**config.mk**
```make
export PLATFORM = sky130hd
export DESIGN_NAME = interval_timer
export DESIGN_NICKNAME = d
export VERILOG_FILES = /design/src/verilog/interval_timer_pkg.sv /design/src/verilog/interval_timer.sv
export VERILOG_INCLUDE_DIRS = /design/src /design/src/verilog
export SDC_FILE = /design/constraint.sdc
export NUM_CORES = 1
export LEC_CHECK = 0
export ABC_AREA = 1
export BUFFER_PORTS_ARGS = -buffer_cell sky130_fd_sc_hd__clkbuf_2
export CORE_MARGIN = 2
export CORE_UTILIZATION = 55
export CTS_CLUSTER_SIZE = 30
export DETAILED_ROUTE_END_ITERATION = 16
export PLACE_DENSITY = 0.79
export SLEW_MARGIN = 20
export SYNTH_ARGS = -nofsm -noshare
export SYNTH_HDL_FRONTEND = slang
export SYNTH_SLANG_ARGS = --single-unit
```
**constraint.sdc**
```tcl
create_clock -name clock -period 3.55 [get_ports clock]
set_clock_uncertainty 0.2 [all_clocks]
set_input_delay 0.5325 -clock clock [delete_from_list [all_inputs] [get_ports clock]]
set_output_delay 0.5325 -clock clock [all_outputs]
set_load 0.02 [all_outputs]
```
**src/verilog/interval_timer_consts.svh**
```systemverilog
// constants for the interval timer: register offsets, field positions, resets
// assumes inclusion by bare name from the design file
`ifndef INTERVAL_TIMER_CONSTS_SVH
`define INTERVAL_TIMER_CONSTS_SVH
`define OFS_CONTROL     4'h0
`define OFS_PERIOD      4'h4
`define OFS_COUNT       4'h8
`define OFS_STATUS      4'hc
`define BIT_RUN         15
`define BIT_STOP_IDLE   13
`define BIT_ECS_HI      9
`define BIT_ECS_LO      8
`define BIT_GATE        6
`define BIT_PS_HI       5
`define BIT_PS_LO       4
`define BIT_SYNC        2
`define BIT_CSRC        1
`define CONTROL_MASK    16'ha376
`define CONTROL_RESET   16'h0000
`define PERIOD_RESET    16'hffff
`define ECS_RESERVED    2'h3
`define PS_DIV1         8'h00
`define PS_DIV8         8'h07
`define PS_DIV64        8'h3f
`define PS_DIV256       8'hff
`define RESP_OKAY       2'h0
`define RESP_SLVERR     2'h2
`endif

```
**src/verilog/interval_timer_pkg.sv**
```systemverilog
// types for the interval timer
// assumes the constants header for field positions
package interval_timer_pkg;
  typedef struct packed {
    logic       timer_run;
    logic       stop_in_idle;
    logic [1:0] ext_clock_select;
    logic       gate_accum_enable;
    logic [1:0] prescale_select;
    logic       ext_clock_sync;
    logic       clock_source_select;
  } control_type;
  typedef enum logic [1:0] {
    bus_idle_st = 2'b00,
    bus_resp_st = 2'b01
  } bus_state_type;
endpackage
```
**src/verilog/interval_timer.sv**
```systemverilog
// interval timer: 16-bit timer/counter with AXI4-Lite register slave
// assumes external clock sources arrive synchronous to clock as levels
//
// Decided for this implementation: the register offsets and the AXI4-Lite interface to the registers.
`timescale 1ns/1ps
`include "interval_timer_consts.svh"
module interval_timer #(
  parameter int WIDTH = 16
) (
  input  wire logic              clock,
  input  wire logic              rstn,
  input  wire logic              clock_enable,
  input  wire logic              idle_mode,
  input  wire logic              sleep_mode,
  input  wire logic              secondary_oscillator,
  input  wire logic              ext_clock_in,
  input  wire logic              low_power_clock,
  input  wire logic              gate_in,
  input  wire logic [3:0]        s_axi_awaddr,
  input  wire logic              s_axi_awvalid,
  output logic                   s_axi_awready,
  input  wire logic [31:0]       s_axi_wdata,
  input  wire logic [3:0]        s_axi_wstrb,
  input  wire logic              s_axi_wvalid,
  output logic                   s_axi_wready,
  output logic [1:0]             s_axi_bresp,
  output logic                   s_axi_bvalid,
  input  wire logic              s_axi_bready,
  input  wire logic [3:0]        s_axi_araddr,
  input  wire logic              s_axi_arvalid,
  output logic                   s_axi_arready,
  output logic [31:0]            s_axi_rdata,
  output logic [1:0]             s_axi_rresp,
  output logic                   s_axi_rvalid,
  input  wire logic              s_axi_rready,
  output logic                   timer_irq
);

  function automatic interval_timer_pkg::control_type unpack_ctl(input logic [15:0] v);
    interval_timer_pkg::control_type c;
    c.timer_run           = v[`BIT_RUN];
    c.stop_in_idle        = v[`BIT_STOP_IDLE];
    c.ext_clock_select    = v[`BIT_ECS_HI:`BIT_ECS_LO];
    c.gate_accum_enable   = v[`BIT_GATE];
    c.prescale_select     = v[`BIT_PS_HI:`BIT_PS_LO];
    c.ext_clock_sync      = v[`BIT_SYNC];
    c.clock_source_select = v[`BIT_CSRC];
    return c;
  endfunction

  function automatic logic [15:0] merge16(input logic [15:0] old, input logic [31:0] d,
                                          input logic [3:0] strb);
    logic [15:0] r;
    r = old;
    if (strb[0]) r[7:0] = d[7:0];
    if (strb[1]) r[15:8] = d[15:8];
    return r;
  endfunction

  logic [15:0]            control_reg, control_next;
  logic [WIDTH-1:0]       period_reg, period_next;
  logic [WIDTH-1:0]       count_reg, count_next;
  logic [7:0]             prescale_reg, prescale_next;
  logic                   ext_sync1_reg;
  logic                   ext_sync2_reg;
  logic                   ext_prev_reg;
  logic                   ext_sync1_next;
  logic                   ext_sync2_next;
  logic                   ext_prev_next;
  logic                   gate_prev_reg, gate_prev_next;
  logic                   irq_reg, irq_next;
  logic                   aw_held_reg, aw_held_next;
  logic                   w_held_reg, w_held_next;
  logic [3:0]             awaddr_reg, awaddr_next;
  logic [31:0]            wdata_reg, wdata_next;
  logic [3:0]             wstrb_reg, wstrb_next;
  logic                   bvalid_reg, bvalid_next;
  logic [1:0]             bresp_reg, bresp_next;
  logic                   rvalid_reg, rvalid_next;
  logic [1:0]             rresp_reg, rresp_next;
  logic [31:0]            rdata_reg, rdata_next;
  interval_timer_pkg::bus_state_type rstate_reg, rstate_next;

  interval_timer_pkg::control_type ctl;
  logic                   raw_ext;
  logic                   ext_edge;
  logic                   tick;
  logic                   src_pulse;
  logic                   gated;
  logic                   gate_fall;
  logic [7:0]             ps_limit;
  logic                   wr_fire;
  logic                   count_write;
  logic [31:0]            status_word;

  assign ctl = unpack_ctl(control_reg);

  always_comb begin
    case (ctl.ext_clock_select)
      2'h0:    raw_ext = secondary_oscillator;
      2'h1:    raw_ext = ext_clock_in;
      2'h2:    raw_ext = low_power_clock;
      `ECS_RESERVED: raw_ext = 1'b0;
      default: raw_ext = 1'b0;
    endcase
    case (ctl.prescale_select)
      2'h3:    ps_limit = `PS_DIV256;
      2'h2:    ps_limit = `PS_DIV64;
      2'h1:    ps_limit = `PS_DIV8;
      default: ps_limit = `PS_DIV1;
    endcase
  end

  always_comb begin
    ext_sync1_next = raw_ext;
    ext_sync2_next = ext_sync1_reg;
    // asynchronous mode samples the raw source directly, synchronous one via two stages
    ext_prev_next  = ctl.ext_clock_sync ? ext_sync2_reg : raw_ext;
    ext_edge       = ctl.ext_clock_sync ? (ext_sync2_reg & ~ext_prev_reg)
                                        : (raw_ext & ~ext_prev_reg);
    gated          = ctl.gate_accum_enable & ~ctl.clock_source_select;
    src_pulse      = ctl.clock_source_select ? ext_edge : 1'b1;
    if (gated && !gate_in)
      src_pulse = 1'b0;
    // stop in idle only when selected; sleep halts the instruction clock only
    tick = ctl.timer_run & src_pulse
         & ~(idle_mode & ctl.stop_in_idle)
         & ~(sleep_mode & ~ctl.clock_source_select);
    gate_prev_next = gate_in;
    gate_fall      = gated & gate_prev_reg & ~gate_in;
    // prescaler counts ticks; the count advances when it wraps
    prescale_next  = prescale_reg;
    count_next     = count_reg;
    irq_next       = 1'b0;
    if (tick) begin
      if (prescale_reg >= ps_limit) begin
        prescale_next = 8'h00;
        if (count_reg == period_reg) begin
          count_next = '0;
          irq_next   = 1'b1;
        end else begin
          count_next = count_reg + WIDTH'(1);
        end
      end else begin
        prescale_next = prescale_reg + 8'h01;
      end
    end
    if (!ctl.timer_run)
      prescale_next = 8'h00;
    if (gate_fall && ctl.timer_run)
      irq_next = 1'b1;
    if (count_write) begin
      count_next    = merge16(count_reg, wdata_reg, wstrb_reg);
      prescale_next = 8'h00;
    end
  end

  // write fires once address and data are both held and no write response is pending
  assign wr_fire     = aw_held_reg & w_held_reg & ~bvalid_reg;
  assign count_write = wr_fire & (awaddr_reg == `OFS_COUNT);
  // status: bit 0 run, bit 1 gate level
  assign status_word = {30'h0, gate_in, ctl.timer_run};

  // write channels in either order; readies return as soon as the answer is posted
  always_comb begin
    aw_held_next = aw_held_reg;
    w_held_next  = w_held_reg;
    awaddr_next  = awaddr_reg;
    wdata_next   = wdata_reg;
    wstrb_next   = wstrb_reg;
    bvalid_next  = bvalid_reg;
    bresp_next   = bresp_reg;
    control_next = control_reg;
    period_next  = period_reg;
    if (s_axi_awvalid && !aw_held_reg) begin
      aw_held_next = 1'b1;
      awaddr_next  = s_axi_awaddr;
    end
    if (s_axi_wvalid && !w_held_reg) begin
      w_held_next = 1'b1;
      wdata_next  = s_axi_wdata;
      wstrb_next  = s_axi_wstrb;
    end
    if (wr_fire) begin
      aw_held_next = 1'b0;
      w_held_next  = 1'b0;
      bvalid_next  = 1'b1;
      bresp_next   = `RESP_OKAY;
      case (awaddr_reg)
        `OFS_CONTROL: control_next = merge16(control_reg, wdata_reg, wstrb_reg)
                                     & `CONTROL_MASK;
        `OFS_PERIOD:  period_next  = merge16(period_reg, wdata_reg, wstrb_reg);
        `OFS_COUNT:   bresp_next   = `RESP_OKAY;
        default:      bresp_next   = `RESP_SLVERR;
      endcase
    end
    if (bvalid_reg && s_axi_bready)
      bvalid_next = 1'b0;
  end

  // read channel: data answer one cycle after the address is taken
  always_comb begin
    rstate_next = rstate_reg;
    rvalid_next = rvalid_reg;
    rdata_next  = rdata_reg;
    rresp_next  = rresp_reg;
    case (rstate_reg)
      interval_timer_pkg::bus_idle_st: begin
        if (s_axi_arvalid) begin
          rstate_next = interval_timer_pkg::bus_resp_st;
          rvalid_next = 1'b1;
          rresp_next  = `RESP_OKAY;
          case (s_axi_araddr)
            `OFS_CONTROL: rdata_next = {16'h0, control_reg};
            `OFS_PERIOD:  rdata_next = {16'h0, period_reg};
            `OFS_COUNT:   rdata_next = {16'h0, count_reg};
            `OFS_STATUS:  rdata_next = status_word;
            default: begin
              rdata_next = 32'h0;
              rresp_next = `RESP_SLVERR;
            end
          endcase
        end
      end
      interval_timer_pkg::bus_resp_st: begin
        if (s_axi_rready) begin
          rstate_next = interval_timer_pkg::bus_idle_st;
          rvalid_next = 1'b0;
        end
      end
      default: rstate_next = interval_timer_pkg::bus_idle_st;
    endcase
  end

  // all state frozen while clock_enable is low
  always_ff @(posedge clock or negedge rstn) begin
    if (!rstn) begin
      control_reg   <= `CONTROL_RESET;
      period_reg    <= `PERIOD_RESET;
      count_reg     <= '0;
      prescale_reg  <= 8'h00;
      ext_sync1_reg <= 1'b0;
      ext_sync2_reg <= 1'b0;
      ext_prev_reg  <= 1'b0;
      gate_prev_reg <= 1'b0;
      irq_reg       <= 1'b0;
      aw_held_reg   <= 1'b0;
      w_held_reg    <= 1'b0;
      awaddr_reg    <= 4'h0;
      wdata_reg     <= 32'h0;
      wstrb_reg     <= 4'h0;
      bvalid_reg    <= 1'b0;
      bresp_reg     <= `RESP_OKAY;
      rvalid_reg    <= 1'b0;
      rresp_reg     <= `RESP_OKAY;
      rdata_reg     <= 32'h0;
      rstate_reg    <= interval_timer_pkg::bus_idle_st;
    end else if (clock_enable) begin
      control_reg   <= control_next;
      period_reg    <= period_next;
      count_reg     <= count_next;
      prescale_reg  <= prescale_next;
      ext_sync1_reg <= ext_sync1_next;
      ext_sync2_reg <= ext_sync2_next;
      ext_prev_reg  <= ext_prev_next;
      gate_prev_reg <= gate_prev_next;
      irq_reg       <= irq_next;
      aw_held_reg   <= aw_held_next;
      w_held_reg    <= w_held_next;
      awaddr_reg    <= awaddr_next;
      wdata_reg     <= wdata_next;
      wstrb_reg     <= wstrb_next;
      bvalid_reg    <= bvalid_next;
      bresp_reg     <= bresp_next;
      rvalid_reg    <= rvalid_next;
      rresp_reg     <= rresp_next;
      rdata_reg     <= rdata_next;
      rstate_reg    <= rstate_next;
    end
  end

  assign s_axi_awready = ~aw_held_reg;
  assign s_axi_wready  = ~w_held_reg;
  assign s_axi_bvalid  = bvalid_reg;
  assign s_axi_bresp   = bresp_reg;
  assign s_axi_arready = (rstate_reg == interval_timer_pkg::bus_idle_st);
  assign s_axi_rvalid  = rvalid_reg;
  assign s_axi_rresp   = rresp_reg;
  assign s_axi_rdata   = rdata_reg;
  assign timer_irq     = irq_reg;

endmodule // interval_timer

```
==> results.md, run 1 <==
* Status: complete, no violations
* Setup crit start kind: flip-flop
* Die ar. at 0.01110 sq mm
* Critical path capture point type: flip-flop
* Vias post-DR at 5,033
* Core area at 0.009864 sq mm
* Unique cell type count in the Yosys netlist at 41
* Final hold vios at 0
* Final cell count without fillers at 937
* Die W at 105.3 microns
* Asr flop ratio synth at 100.0%
* Remaining DRCs at 0
* CTS max path bufs at 2
* N_diodes at 0
* DR iter-0 viols at 372
* Arr. time, crit path at 2.45 ns
* Detail Placement HPWL at 10,250 microns
* R2R setup slack at 1.18 ns
* RSZ-0062 raised after global routing: false
* Reg clk slew, reported paths at 0.09 ns
* First-pass GRT wire length at 23,600 microns
* Total GRT Usage at 26.89%
* Slew headroom at 30.51%
* Number of flops mapped to enable cells by yosys at 0
* CP Data Required Time at 3.63 ns
* Critical path class: flip-flop to flip-flop
* Routed Antenna Nets at 0
* Share of cells above drive strength 1 at 17.66%
* Fin Setup TNS at 0 ns
* Initial antenna violation count at 0
* Post_cts resized at 0
* Area Overhead vs Synth at 9.570%
* Delay-heaviest family, CP: simple AND/OR/NAND/NOR gates
* RR Endpoint: count_reg[12]
* Vias in the first global route at 4,901
* Gpl congestion at 0.9129
* Max_cap viols at 0
* Hold Crit Start: s_axi_wdata[10]
* Wire per inst at 14.77 microns
* Nets at 867
* Final setup violation count at 0
* Worst stage delay on the critical path at 0.43 ns
* Sequential area share after synthesis at 43.77%
* H-tree depth at 3
* Power per Cell Area at 669.6 mW/mm^2
* Cells along the critical path: nand2_1 > ha_1 > nand2_1 > nor2_1 > nand4_1 > nand3_1 > nand2_1 > nand2_4 > nand3_4 > nand2_1 > nand2_1
* Floorplan row count at 36
* Vias per cell at 5.371
* Worst Hold Class: input pin to flip-flop
* Final Cycle Share at 66.82%
* Reg2reg path depth at 11
* Synth Flop Type: dfrtp_1
* Cells after Synth at 739
* F_max at 421.6 MHz
* Worst r2r src: control_reg[5]
* Ports at 100
* Top cell by count, worst path: nand2_1
* Fin. max-slew vios at 0
* Initial Utilization at 57.26%
* Die height at 105.3 microns
* Synth Cell Area at 0.005648 sq mm
* Minimum clock period at 2.372 ns
* Crit Path Max Fanout at 9
* WP buf/inv at 0
* FF+latch count, synth at 98
* Synth warn at 0
* TritonCTS clock tree: built
* LEAKAGE at 3.205 nW
* Worst-Skew Late Latency at 0.39 ns
* Largest net degree at the start of global routing at 44
* WHS at 0.1695 ns
* Placed insts at 920
* Clock root buffer: clkbuf_8
* Actual slew at the worst max-slew pin at 1.040 ns
* DRT Wirelength at 13,840 microns
* Slowest cell on crit path: dfrtp_1
* Maximum VDD drop at 449.7 uV
* Syn Area/Cell at 7.643 sq um
* Number of CTS-inserted buffers at 9
* Sink Count at 98
* Hold Path Depth at 2
* Drt pass-1 iters at 5
* Total grt overflow at 0
* Hold Path End: wdata_reg[10]
* CP Launch Point: control_reg[5]
* Port buffer count at 63
-- cells in the mapped netlist, types with 2 or more instances --
| cell | number | area, sq um |
|---|---|---|
| a21oi_1 | 34 | 170.2 |
| a21oi_4 | 2 | 32.53 |
| a31oi_1 | 2 | 12.51 |
| buf_2 | 6 | 30.03 |
| buf_4 | 21 | 157.7 |
| clkbuf_1 | 7 | 26.28 |
| dfrtp_1 | 82 | 2052 |
| dfstp_2 | 16 | 420.4 |
| ha_1 | 10 | 125.1 |
| inv_1 | 73 | 274.0 |
| inv_2 | 7 | 26.28 |
| mux2_2 | 10 | 112.6 |
| nand2_1 | 240 | 900.9 |
| nand2_2 | 3 | 18.77 |
| nand2_4 | 2 | 22.52 |
| nand3_1 | 51 | 255.2 |
| nand3_2 | 9 | 90.09 |
| nand4_1 | 12 | 75.07 |
| nor2_1 | 50 | 187.7 |
| nor2_2 | 3 | 18.77 |
| nor2_4 | 2 | 22.52 |
| nor3_1 | 12 | 60.06 |
| nor4_2 | 2 | 25.02 |
| o21ai_0 | 39 | 195.2 |
| o21ai_1 | 5 | 25.02 |
| o22ai_1 | 10 | 62.56 |
| xor2_1 | 15 | 131.4 |
-- power breakdown --
group / total (mW) / internal, mW / switching, mW
Sequential: 1.84 / 1.50 / 0.332
Clock: 0.683 / 0.292 / 0.390
Combinational: 1.63 / 0.534 / 1.09
Total: 4.14 / 2.33 / 1.81
-- final cells by class --
type | instances | area, sq um
fillers | 901 | 3676
flip-flops and latches | 98 | 2472
clock inverters | 4 | 26.28
well taps | 133 | 166.4
repair buffers | 68 | 357.8
clock buffers | 12 | 155.1
inverters | 80 | 300.3
multi-input cells | 542 | 2710
-- kinds of logic (layout without fill, tap and decap cells) --
| group | after synthesis | in the layout | synth area share [%] |
|---|---|---|---|
| AOI/OAI and AO/OA | 96 | 96 | 9.371 |
| DFF | 98 | 98 | 43.77 |
| muxes | 10 | 10 | 1.994 |
| other | 1 | 18 | 0.06640 |
| xor gates and xnor gates | 16 | 16 | 2.481 |
| and+or+nand+nor | 392 | 392 | 30.73 |
| buffers and inverters | 116 | 164 | 9.371 |
| adders and majority gates | 10 | 10 | 2.215 |
-- timing repair --
action,4_1_cts,5_1_grt
buffers inserted,0,0
endpoints found under the hold margin,37,0
hold buffers,1,0
-- layer usage --
| layer | track usage [%] | wire length (microns) | up-vias |
|---|---|---|---|
| met5 | 0 | 0 | - |
| met4 | 8.952 | 215 | 0 |
| met3 | 7.792 | 1075 | 18 |
| met2 | 42.53 | 6489 | 205 |
| met1 | 35.52 | 6062 | 2348 |
| li1 | - | - | 2462 |
-- per-stage QoR --
stage | area (sq um) | utilization, % | setup slack, ns | power (mW)
2_1_floorplan | 5712 | - | 1.592 | 2.991
3_3_place_gp | 5997 | 60.79 | 0.9914 | 3.377
3_5_place_dp | 5997 | 60.79 | 0.9222 | 3.467
4_1_cts | 6188 | 62.73 | 1.189 | 4.153
5_1_grt | 6188 | 62.73 | 0.9444 | 4.485
6_report | 6188 | 62.73 | 1.178 | 4.144
-- worst max path at each step --
| stage | endpoint | slack (ns) | cells past startpoint |
|---|---|---|---|
| after floorplan | count_reg[8] | 1.59 | 11 |
| after global placement | s_axi_rdata[1] | 0.99 | 6 |
| after detailed placement | s_axi_rdata[1] | 0.92 | 6 |
| after CTS | count_reg[8] | 1.19 | 11 |
| after global routing | count_reg[12] | 0.94 | 13 |
| final | count_reg[12] | 1.18 | 11 |
-- cells in the final DEF, fill, tap and decap left out, types with 2 or more instances in the layout --
cell / Yosys / routed
a21oi_1: 34 / 34
a21oi_4: 2 / 2
a31oi_1: 2 / 2
buf_4: 21 / 5
clkbuf_2: 0 / 62
clkbuf_8: 0 / 11
clkinv_2: 0 / 2
conb_1: 1 / 18
dfrtp_1: 82 / 82
dfstp_2: 16 / 16
ha_1: 10 / 10
inv_1: 73 / 73
inv_2: 7 / 7
mux2_2: 10 / 10
nand2_1: 240 / 240
nand2_2: 3 / 3
nand2_4: 2 / 2
nand3_1: 51 / 51
nand3_2: 9 / 9
nand4_1: 12 / 12
nor2_1: 50 / 50
nor2_2: 3 / 3
nor2_4: 2 / 2
nor3_1: 12 / 12
nor4_2: 2 / 2
o21ai_0: 39 / 39
o21ai_1: 5 / 5
o22ai_1: 10 / 10
xor2_1: 15 / 15
Note: power is estimated with default switching activity, not from simulation.
==> run 2, diff against run 1 <==
- ABC_AREA: 1 -> 0
- clock period: 3.55 -> 2.4 ns (I/O delays scaled with it)
==> run 2 against run 1 <==
Against the previous run:
- the flow now finishes with violations (negative setup slack)
- routed wire length decreased by 14%
- fmax down 6.7%
- utilization is 2.6 points higher
- cell area fell by 2.4%
- area after synthesis is 7.6% lower
- non-clock buffer count increased by 25
- count of clock-buffer cells in the layout fell by 3
- clock power grew 48%
==> results.md, run 2 <==
* Drt pass-1 iters at 5 (unchanged)
* Failing checks: negative setup slack
* Final setup violation count at 25 (+25)
* Vias in the first global route at 3,923 (-20%)
* Final Cycle Share at 105.9% (+39 points)
* N_diodes at 0 (unchanged)
* Vias per cell at 5.791 (+7.8%)
* Cells after Synth at 490 (-34%)
* R2R setup slack at -0.14 ns (-1.32 ns)
* DRT Wirelength at 11,840 microns (-14%)
* Detail Placement HPWL at 8669 microns (-15%)
* Gpl congestion at 0.9078 (-0.56%)
* Reg power frac at 47.0% (+2.7 points)
* Worst r2r src: control_reg[4]
* Initial antenna violation count at 0 (unchanged)
* Highest-count cells in the layout ignoring fill and taps: 82 x dfrtp_1, 62 x clkbuf_2, 50 x mux2_2
* Hold Crit Start: s_axi_wdata[7]
* RR Endpoint: prescale_reg[7]
* F_max at 393.4 MHz (-6.7%)
* RSZ-0062 raised after global routing: true
* FF+latch count, synth at 98 (unchanged)
* Internal at 3.447 mW (+48%)
* Biggest area consumer among synthesized cells: dfrtp_1
* Ports at 100 (unchanged)
* Yosys top cell area share at 39.30% (+3.0 points)
* Wire per inst at 16.79 microns (+14%)
* Logic pwr share at 34.6% (-4.6 points)
* Clock share of power at 18.3% (+1.8 points)
* Synth Flop Type: dfrtp_1
* Arr. time, crit path at 2.65 ns (+0.20 ns)
* Initial Utilization at 56.51% (-0.75 points)
* Status: finished with violations
* Die W at 101.4 microns (-3.7%)
* Maximum VDD drop at 672.2 uV (+49%)
* Port buffer count at 63 (unchanged)
* H-tree depth at 3 (unchanged)
* Sw power at 2.065 mW (+14%)
* Worst-Skew Late Latency at 0.37 ns (-0.02 ns)
* Sink Count at 98 (unchanged)
* Synth warn at 0 (unchanged)
* Worst Hold Class: input pin to flip-flop
* Top-count cell post-synth: dfrtp_1
* Minimum clock period at 2.542 ns (+0.1696 ns)
* Total grt overflow at 0 (unchanged)
* Largest net degree at the start of global routing at 45 (+2.3%)
* Switching share of power at 37.46% (-6.3 points)
* Actual slew at the worst max-slew pin at 1.126 ns (+0.08639 ns)
* DR iter-0 viols at 323 (-13%)
* Synth area leaders: dfrtp_1 39%, mux2_2 11%, dfstp_2 8.1%
* Slew headroom at 24.77% (-5.7 points)
* First-pass GRT wire length at 19,310 microns (-18%)
* Reg2reg path depth at 10 (-1)
* Fin. max-slew vios at 0 (unchanged)
* Commonest cells in the netlist: 82 x dfrtp_1, 50 x mux2_2, 38 x nand2_1
* Max_cap viols at 0 (unchanged)
* Worst slack at placement at -0.1632 ns (-1.085 ns)
* CP Data Required Time at 2.50 ns (-1.13 ns)
* Hold Path End: wdata_reg[7]
* Layout Utilization at 65.38% (+2.6 points)
* Synth Cell Area at 0.005221 sq mm (-7.6%)
* Critical path capture point type: flip-flop
* TritonCTS clock tree: built
* Power per Cell Area at 912.4 mW/mm^2 (+36%)
* Final hold vios at 0 (unchanged)
* Most common cell after layout, fill and taps aside: dfrtp_1
* Final worst setup slack at -0.1417 ns (-1.320 ns)
* CTS max path bufs at 2 (unchanged)
* Vias post-DR at 4,083 (-19%)
* Sequential area share after synthesis at 47.35% (+3.6 points)
* Number of flops mapped to enable cells by yosys at 0 (unchanged)
* Number of CTS-inserted buffers at 9 (unchanged)
* Hold Path Depth at 2 (unchanged)
* Setup crit start kind: flip-flop
* Die ar. at 0.01029 sq mm (-7.3%)
* Floorplan row count at 35 (-2.8%)
* Core area at 0.009240 sq mm (-6.3%)
* Crit Path Max Fanout at 8 (-1)
* Share of cells above drive strength 1 at 37.15% (+19 points)
* Remaining DRCs at 0 (unchanged)
* Area Overhead vs Synth at 15.70%
* Syn Area/Cell at 10.66 sq um (+39%)
* Critical path class: flip-flop to flip-flop
* Unique cell type count in the Yosys netlist at 62 (+51%)
* Reg clk slew, reported paths at 0.10 ns (about the same)
* Clock root buffer: clkbuf_8
* Nets at 639 (-26%)
* Total GRT Usage at 24.48% (-2.4 points)
* Die height at 101.4 microns (-3.7%)
* Asr flop ratio synth at 100.0% (unchanged)
* Routed Antenna Nets at 0 (unchanged)
* LEAKAGE at 2.837 nW (-11%)
run 2: cell count changes after synthesis, moves of 11 or more:
cell     change
inv_1       -56
nand3_1     -41
nand2_1    -202
mux2_2      +40
o21ai_1     +15
nor2_1      -20
a21oi_1     -11
a22oi_1     +11
run 2: layout make-up:
| type | instances | area, sq um |
|---|---|---|
| Clock inverter | 7 | 60.06 |
| Multi-Input combinational cell | 352 | 2555 |
| Fill cell | 752 | 3199 |
| Sequential cell | 98 | 2472 |
| Clock buffer | 9 | 123.9 |
| Timing Repair Buffer | 93 | 604.3 |
| Inverter | 17 | 63.81 |
| Tap cell | 129 | 161.4 |
run 2: logic make-up after synthesis:
family          after synthesis  share of synthesized area, %
xor+xnor                     16                         2.684
flops                        98                         47.35
other cells                   1                       0.07182
compound gates              121                         14.71
fa+ha+maj                    10                         2.396
mux                          60                         12.94
buf+inv                      57                         6.470
simple gates                127                         13.37
run 2: what timing repair did:
action,CTS,global route
gates cloned,0,1
hold endpoints to repair,32,0
setup buffers,3,2
resized for setup,18,13
hold buffers,1,0
endpoints found under the setup margin,25,25
pin swaps,9,15
run 2: power by group through the flow:
stage	combinational (mW)	clock, mW	sequential (mW)
6_report	1.91	1.01	2.59
2_1_floorplan	1.27	0	2.51
5_1_grt	2.07	1.10	2.65
3_3_place_gp	1.66	0	2.57
3_5_place_dp	1.73	0	2.61
4_1_cts	1.84	1.03	2.58
run 2: through the flow:
stage	TNS [ns]	instances	area (sq um)	hold slack (ns)	power, mW
finish	-2.200	705	6041	0.01110	5.512
global route	-3.589	705	6041	0.001342	5.822
CTS	-1.069	703	5971	0.003101	5.446
detailed placement	-2.721	683	5698	0.1427	4.343
global placement	-0.7248	683	5698	0.1338	4.232
floorplan	-0.09604	507	5288	-0.1356	3.784
run 2: per-layer routing:
layer | global-route usage (%) | part of all wire, %
met1 | 32.35 | 44
met2 | 40.24 | 48
met3 | 4.831 | 6.0
met4 | 9.148 | 1.8
met5 | 0 | 0
run 2: worst max path at each step:
stage                    from               to  slack [ns]  cells past startpoint
6_report       control_reg[4]  prescale_reg[7]       -0.14                     10
5_1_grt        control_reg[4]  prescale_reg[7]       -0.20                     10
4_1_cts        control_reg[4]  prescale_reg[6]       -0.09                     10
3_5_place_dp   control_reg[4]  prescale_reg[7]       -0.16                     10
3_3_place_gp   control_reg[4]  prescale_reg[7]       -0.07                     10
2_1_floorplan  control_reg[4]  prescale_reg[3]       -0.03                      9
run 2: worst max-delay path, cell delays in order, from the launching register on:
cell and delay (ns):
dfrtp_1 0.39, or2_4 0.27, ha_4 0.21, nand2b_4 0.13, a211oi_2 0.20, o221a_2 0.30
o211ai_1 0.11, buf_4 0.17, nor2_4 0.21, nand4_1 0.14, o21ai_1 0.15
==> run 3, diff against run 2 <==
- MAX_ROUTING_LAYER: unset -> met4
==> run 3 against run 2 <==
Against the previous run:
- the flow still finishes with violations (negative setup slack)
- clock power about the same
- utilization rose by 0.24 points
- critical path type unchanged
- global-route usage up 0.77 points
- total power increased by 0.14%
- final cell count up 0.28%
- register-to-register slack about the same
- count of clock-buffer cells in the layout stayed put
- die area stayed put
- critical endpoint unchanged
- routed wire length rose by 0.41%
==> results.md, run 3 (synthesized netlist as in run 2, its figures left out) <==
* Detail Placement HPWL at 8669 microns (unchanged)
* H-tree depth at 3 (unchanged)
* Die ar. at 0.01029 sq mm (unchanged)
* Total grt overflow at 0 (unchanged)
* Sink Count at 98 (unchanged)
* Worst r2r src: control_reg[4]
* CP Launch Point: control_reg[4]
* Hold Crit Start: s_axi_wdata[7]
* Port buffer count at 63 (unchanged)
* Routed Antenna Nets at 0 (unchanged)
* Largest net degree at the start of global routing at 45 (unchanged)
* Final hold vios at 0 (unchanged)
* DR iter-0 viols at 350 (+8.4%)
* Die W at 101.4 microns (unchanged)
* Worst slack at placement at -0.1632 ns (unchanged)
* Vias in the first global route at 3,925 (+0.051%)
* Total GRT Usage at 25.25% (+0.77 points)
* Power Total at 5.519 mW (+0.14%)
* Clock root buffer: clkbuf_8
* First-pass GRT wire length at 19,330 microns (about the same)
* CP Data Required Time at 2.51 ns (about the same)
* Arr. time, crit path at 2.64 ns (about the same)
* DRT met1 WL at 5251 microns (+1.4%)
* Core area at 0.009240 sq mm (unchanged)
* Max_cap viols at 0 (unchanged)
* Worst-Skew Late Latency at 0.38 ns (about the same)
* Reg clk slew, reported paths at 0.10 ns (about the same)
* Slew headroom at 27.30% (+2.5 points)
* RSZ-0062 raised after global routing: true
* N_diodes at 0 (unchanged)
* Failing checks: negative setup slack
* Crit Path Max Fanout at 8 (unchanged)
* Actual slew at the worst max-slew pin at 1.088 ns (-0.03797 ns)
* Vias post-DR at 4,077 (-0.15%)
* Top layer in use: met4
* WHS at 0.008344 ns (-0.002751 ns)
* Worst stage delay on the critical path at 0.39 ns (about the same)
* Critical path class: flip-flop to flip-flop
* Highest-count cells in the layout ignoring fill and taps: 82 x dfrtp_1, 62 x clkbuf_2, 50 x mux2_2
* F_max at 394.8 MHz (+0.34%)
* Status: finished with violations
* Floorplan row count at 35 (unchanged)
* Critical path capture point type: flip-flop
* Fin. max-slew vios at 0 (unchanged)
* Vias per cell at 5.767 (-0.43%)
* Nets at 641 (+0.31%)
* Remaining DRCs at 0 (unchanged)
* Area Overhead vs Synth at 16.13%
* Initial Utilization at 56.51% (unchanged)
* Slowest cell on crit path: dfrtp_1
* CTS max path bufs at 2 (unchanged)
* Final worst setup slack at -0.1332 ns (+0.008523 ns)
* DRT Wirelength at 11,890 microns (+0.41%)
* Share of cells above drive strength 1 at 37.20% (+0.044 points)
* Worst Hold Class: input pin to flip-flop
* Met3 routed WL at 698 microns (-2.0%)
* Power per Cell Area at 910.3 mW/mm^2 (-0.23%)
* Die height at 101.4 microns (unchanged)
* Ports at 100 (unchanged)
* Final Cell Area at 0.006063 sq mm (+0.37%)
* Drt pass-1 iters at 5 (unchanged)
* Cells along the critical path: or2_4 > ha_4 > nand2b_4 > a211oi_2 > o221a_2 > o211ai_1 > buf_4 > nor2_4 > nand4_1 > o21ai_1
* TritonCTS clock tree: built
* Most common cell after layout, fill and taps aside: dfrtp_1
* Setup crit start kind: flip-flop
* Minimum clock period at 2.533 ns (-0.008523 ns)
* Placement-stage cell area at 0.005698 sq mm (unchanged)
* Wire length on met2 at 5720 microns (-0.24%)
* Wire per inst at 16.82 microns (+0.13%)
* Final Cycle Share at 105.5% (-0.36 points)
* LEAKAGE at 2.844 nW (+0.25%)
* Initial antenna violation count at 0 (unchanged)
* Final setup violation count at 25 (unchanged)
* Maximum VDD drop at 673.4 uV (+0.18%)
* Gpl congestion at 0.9235 (+1.7%)
* Number of CTS-inserted buffers at 9 (unchanged)
run 3: cell types whose count changed in the layout (fill, tap and decap cells not counted):
cell	change
nand2_2	+1
nand2_1	-1
dlygate4sd3_1	+2
run 3: where the power goes:
part	switching (mW)	internal (mW)
Sequential	0.470	2.12
Combinational	0.979	0.934
Clock	0.620	0.395
run 3: worst max-delay path: cells and delay by family, from the launching register on:
family | cells | cell delay (ns)
AND/OR/NAND/NOR | 4 | 0.75
adder cells (fa/ha/maj) | 1 | 0.21
flip-flops | 1 | 0.39
buffers and inverters | 1 | 0.17
AO/OA/AOI/OAI | 4 | 0.75
run 3: timing repair:
| action | CTS | global route |
|---|---|---|
| pin swaps | 9 | 15 |
| buffers inserted | 3 | 2 |
| endpoints found under the hold margin | 32 | 2 |
| gates resized for setup | 18 | 14 |
| setup endpoints to repair | 25 | 25 |
| gates cloned | 0 | 1 |
| hold buffers | 1 | 2 |
run 3: final timing paths:
| path | slack [ns] | cells past startpoint | endpoint |
|---|---|---|---|
| worst max register to register | -0.13 | 10 | prescale_reg[7] |
| worst min-delay path | 0.008 | 2 | wdata_reg[7] |
| max in group asynchronous | 1.01 | 3 | period_reg[13] |
| worst min register to register | 0.28 | 2 | s_axi_rdata[13] |
| worst max-delay path | -0.13 | 10 | prescale_reg[7] |
| min in group asynchronous | 0.28 | 2 | prescale_reg[7] |
run 3: routing by layer:
metal	global-route usage [%]	vias up
li1	-	1888
met4	7.900	0
met5	-	-
met3	5.659	27
met2	40.50	169
met1	32.12	1993
run 3: final cells by class:
| class | count | area, sq um |
|---|---|---|
| fillers | 748 | 3177 |
| multi-input cells | 352 | 2557 |
| flip-flops and latches | 98 | 2472 |
| repair buffers | 95 | 624.3 |
| well taps | 129 | 161.4 |
| clock buffers | 9 | 123.9 |
| inverters | 17 | 63.81 |
| clock inverters | 7 | 60.06 |
run 3: per-stage QoR:
step	std cells	utilization [%]	setup TNS [ns]
floorplan	507	-	-0.09604
global placement	683	61.67	-0.7248
detailed placement	683	61.67	-2.721
CTS	703	64.62	-1.069
global route	707	65.62	-3.426
finish	707	65.62	-1.964
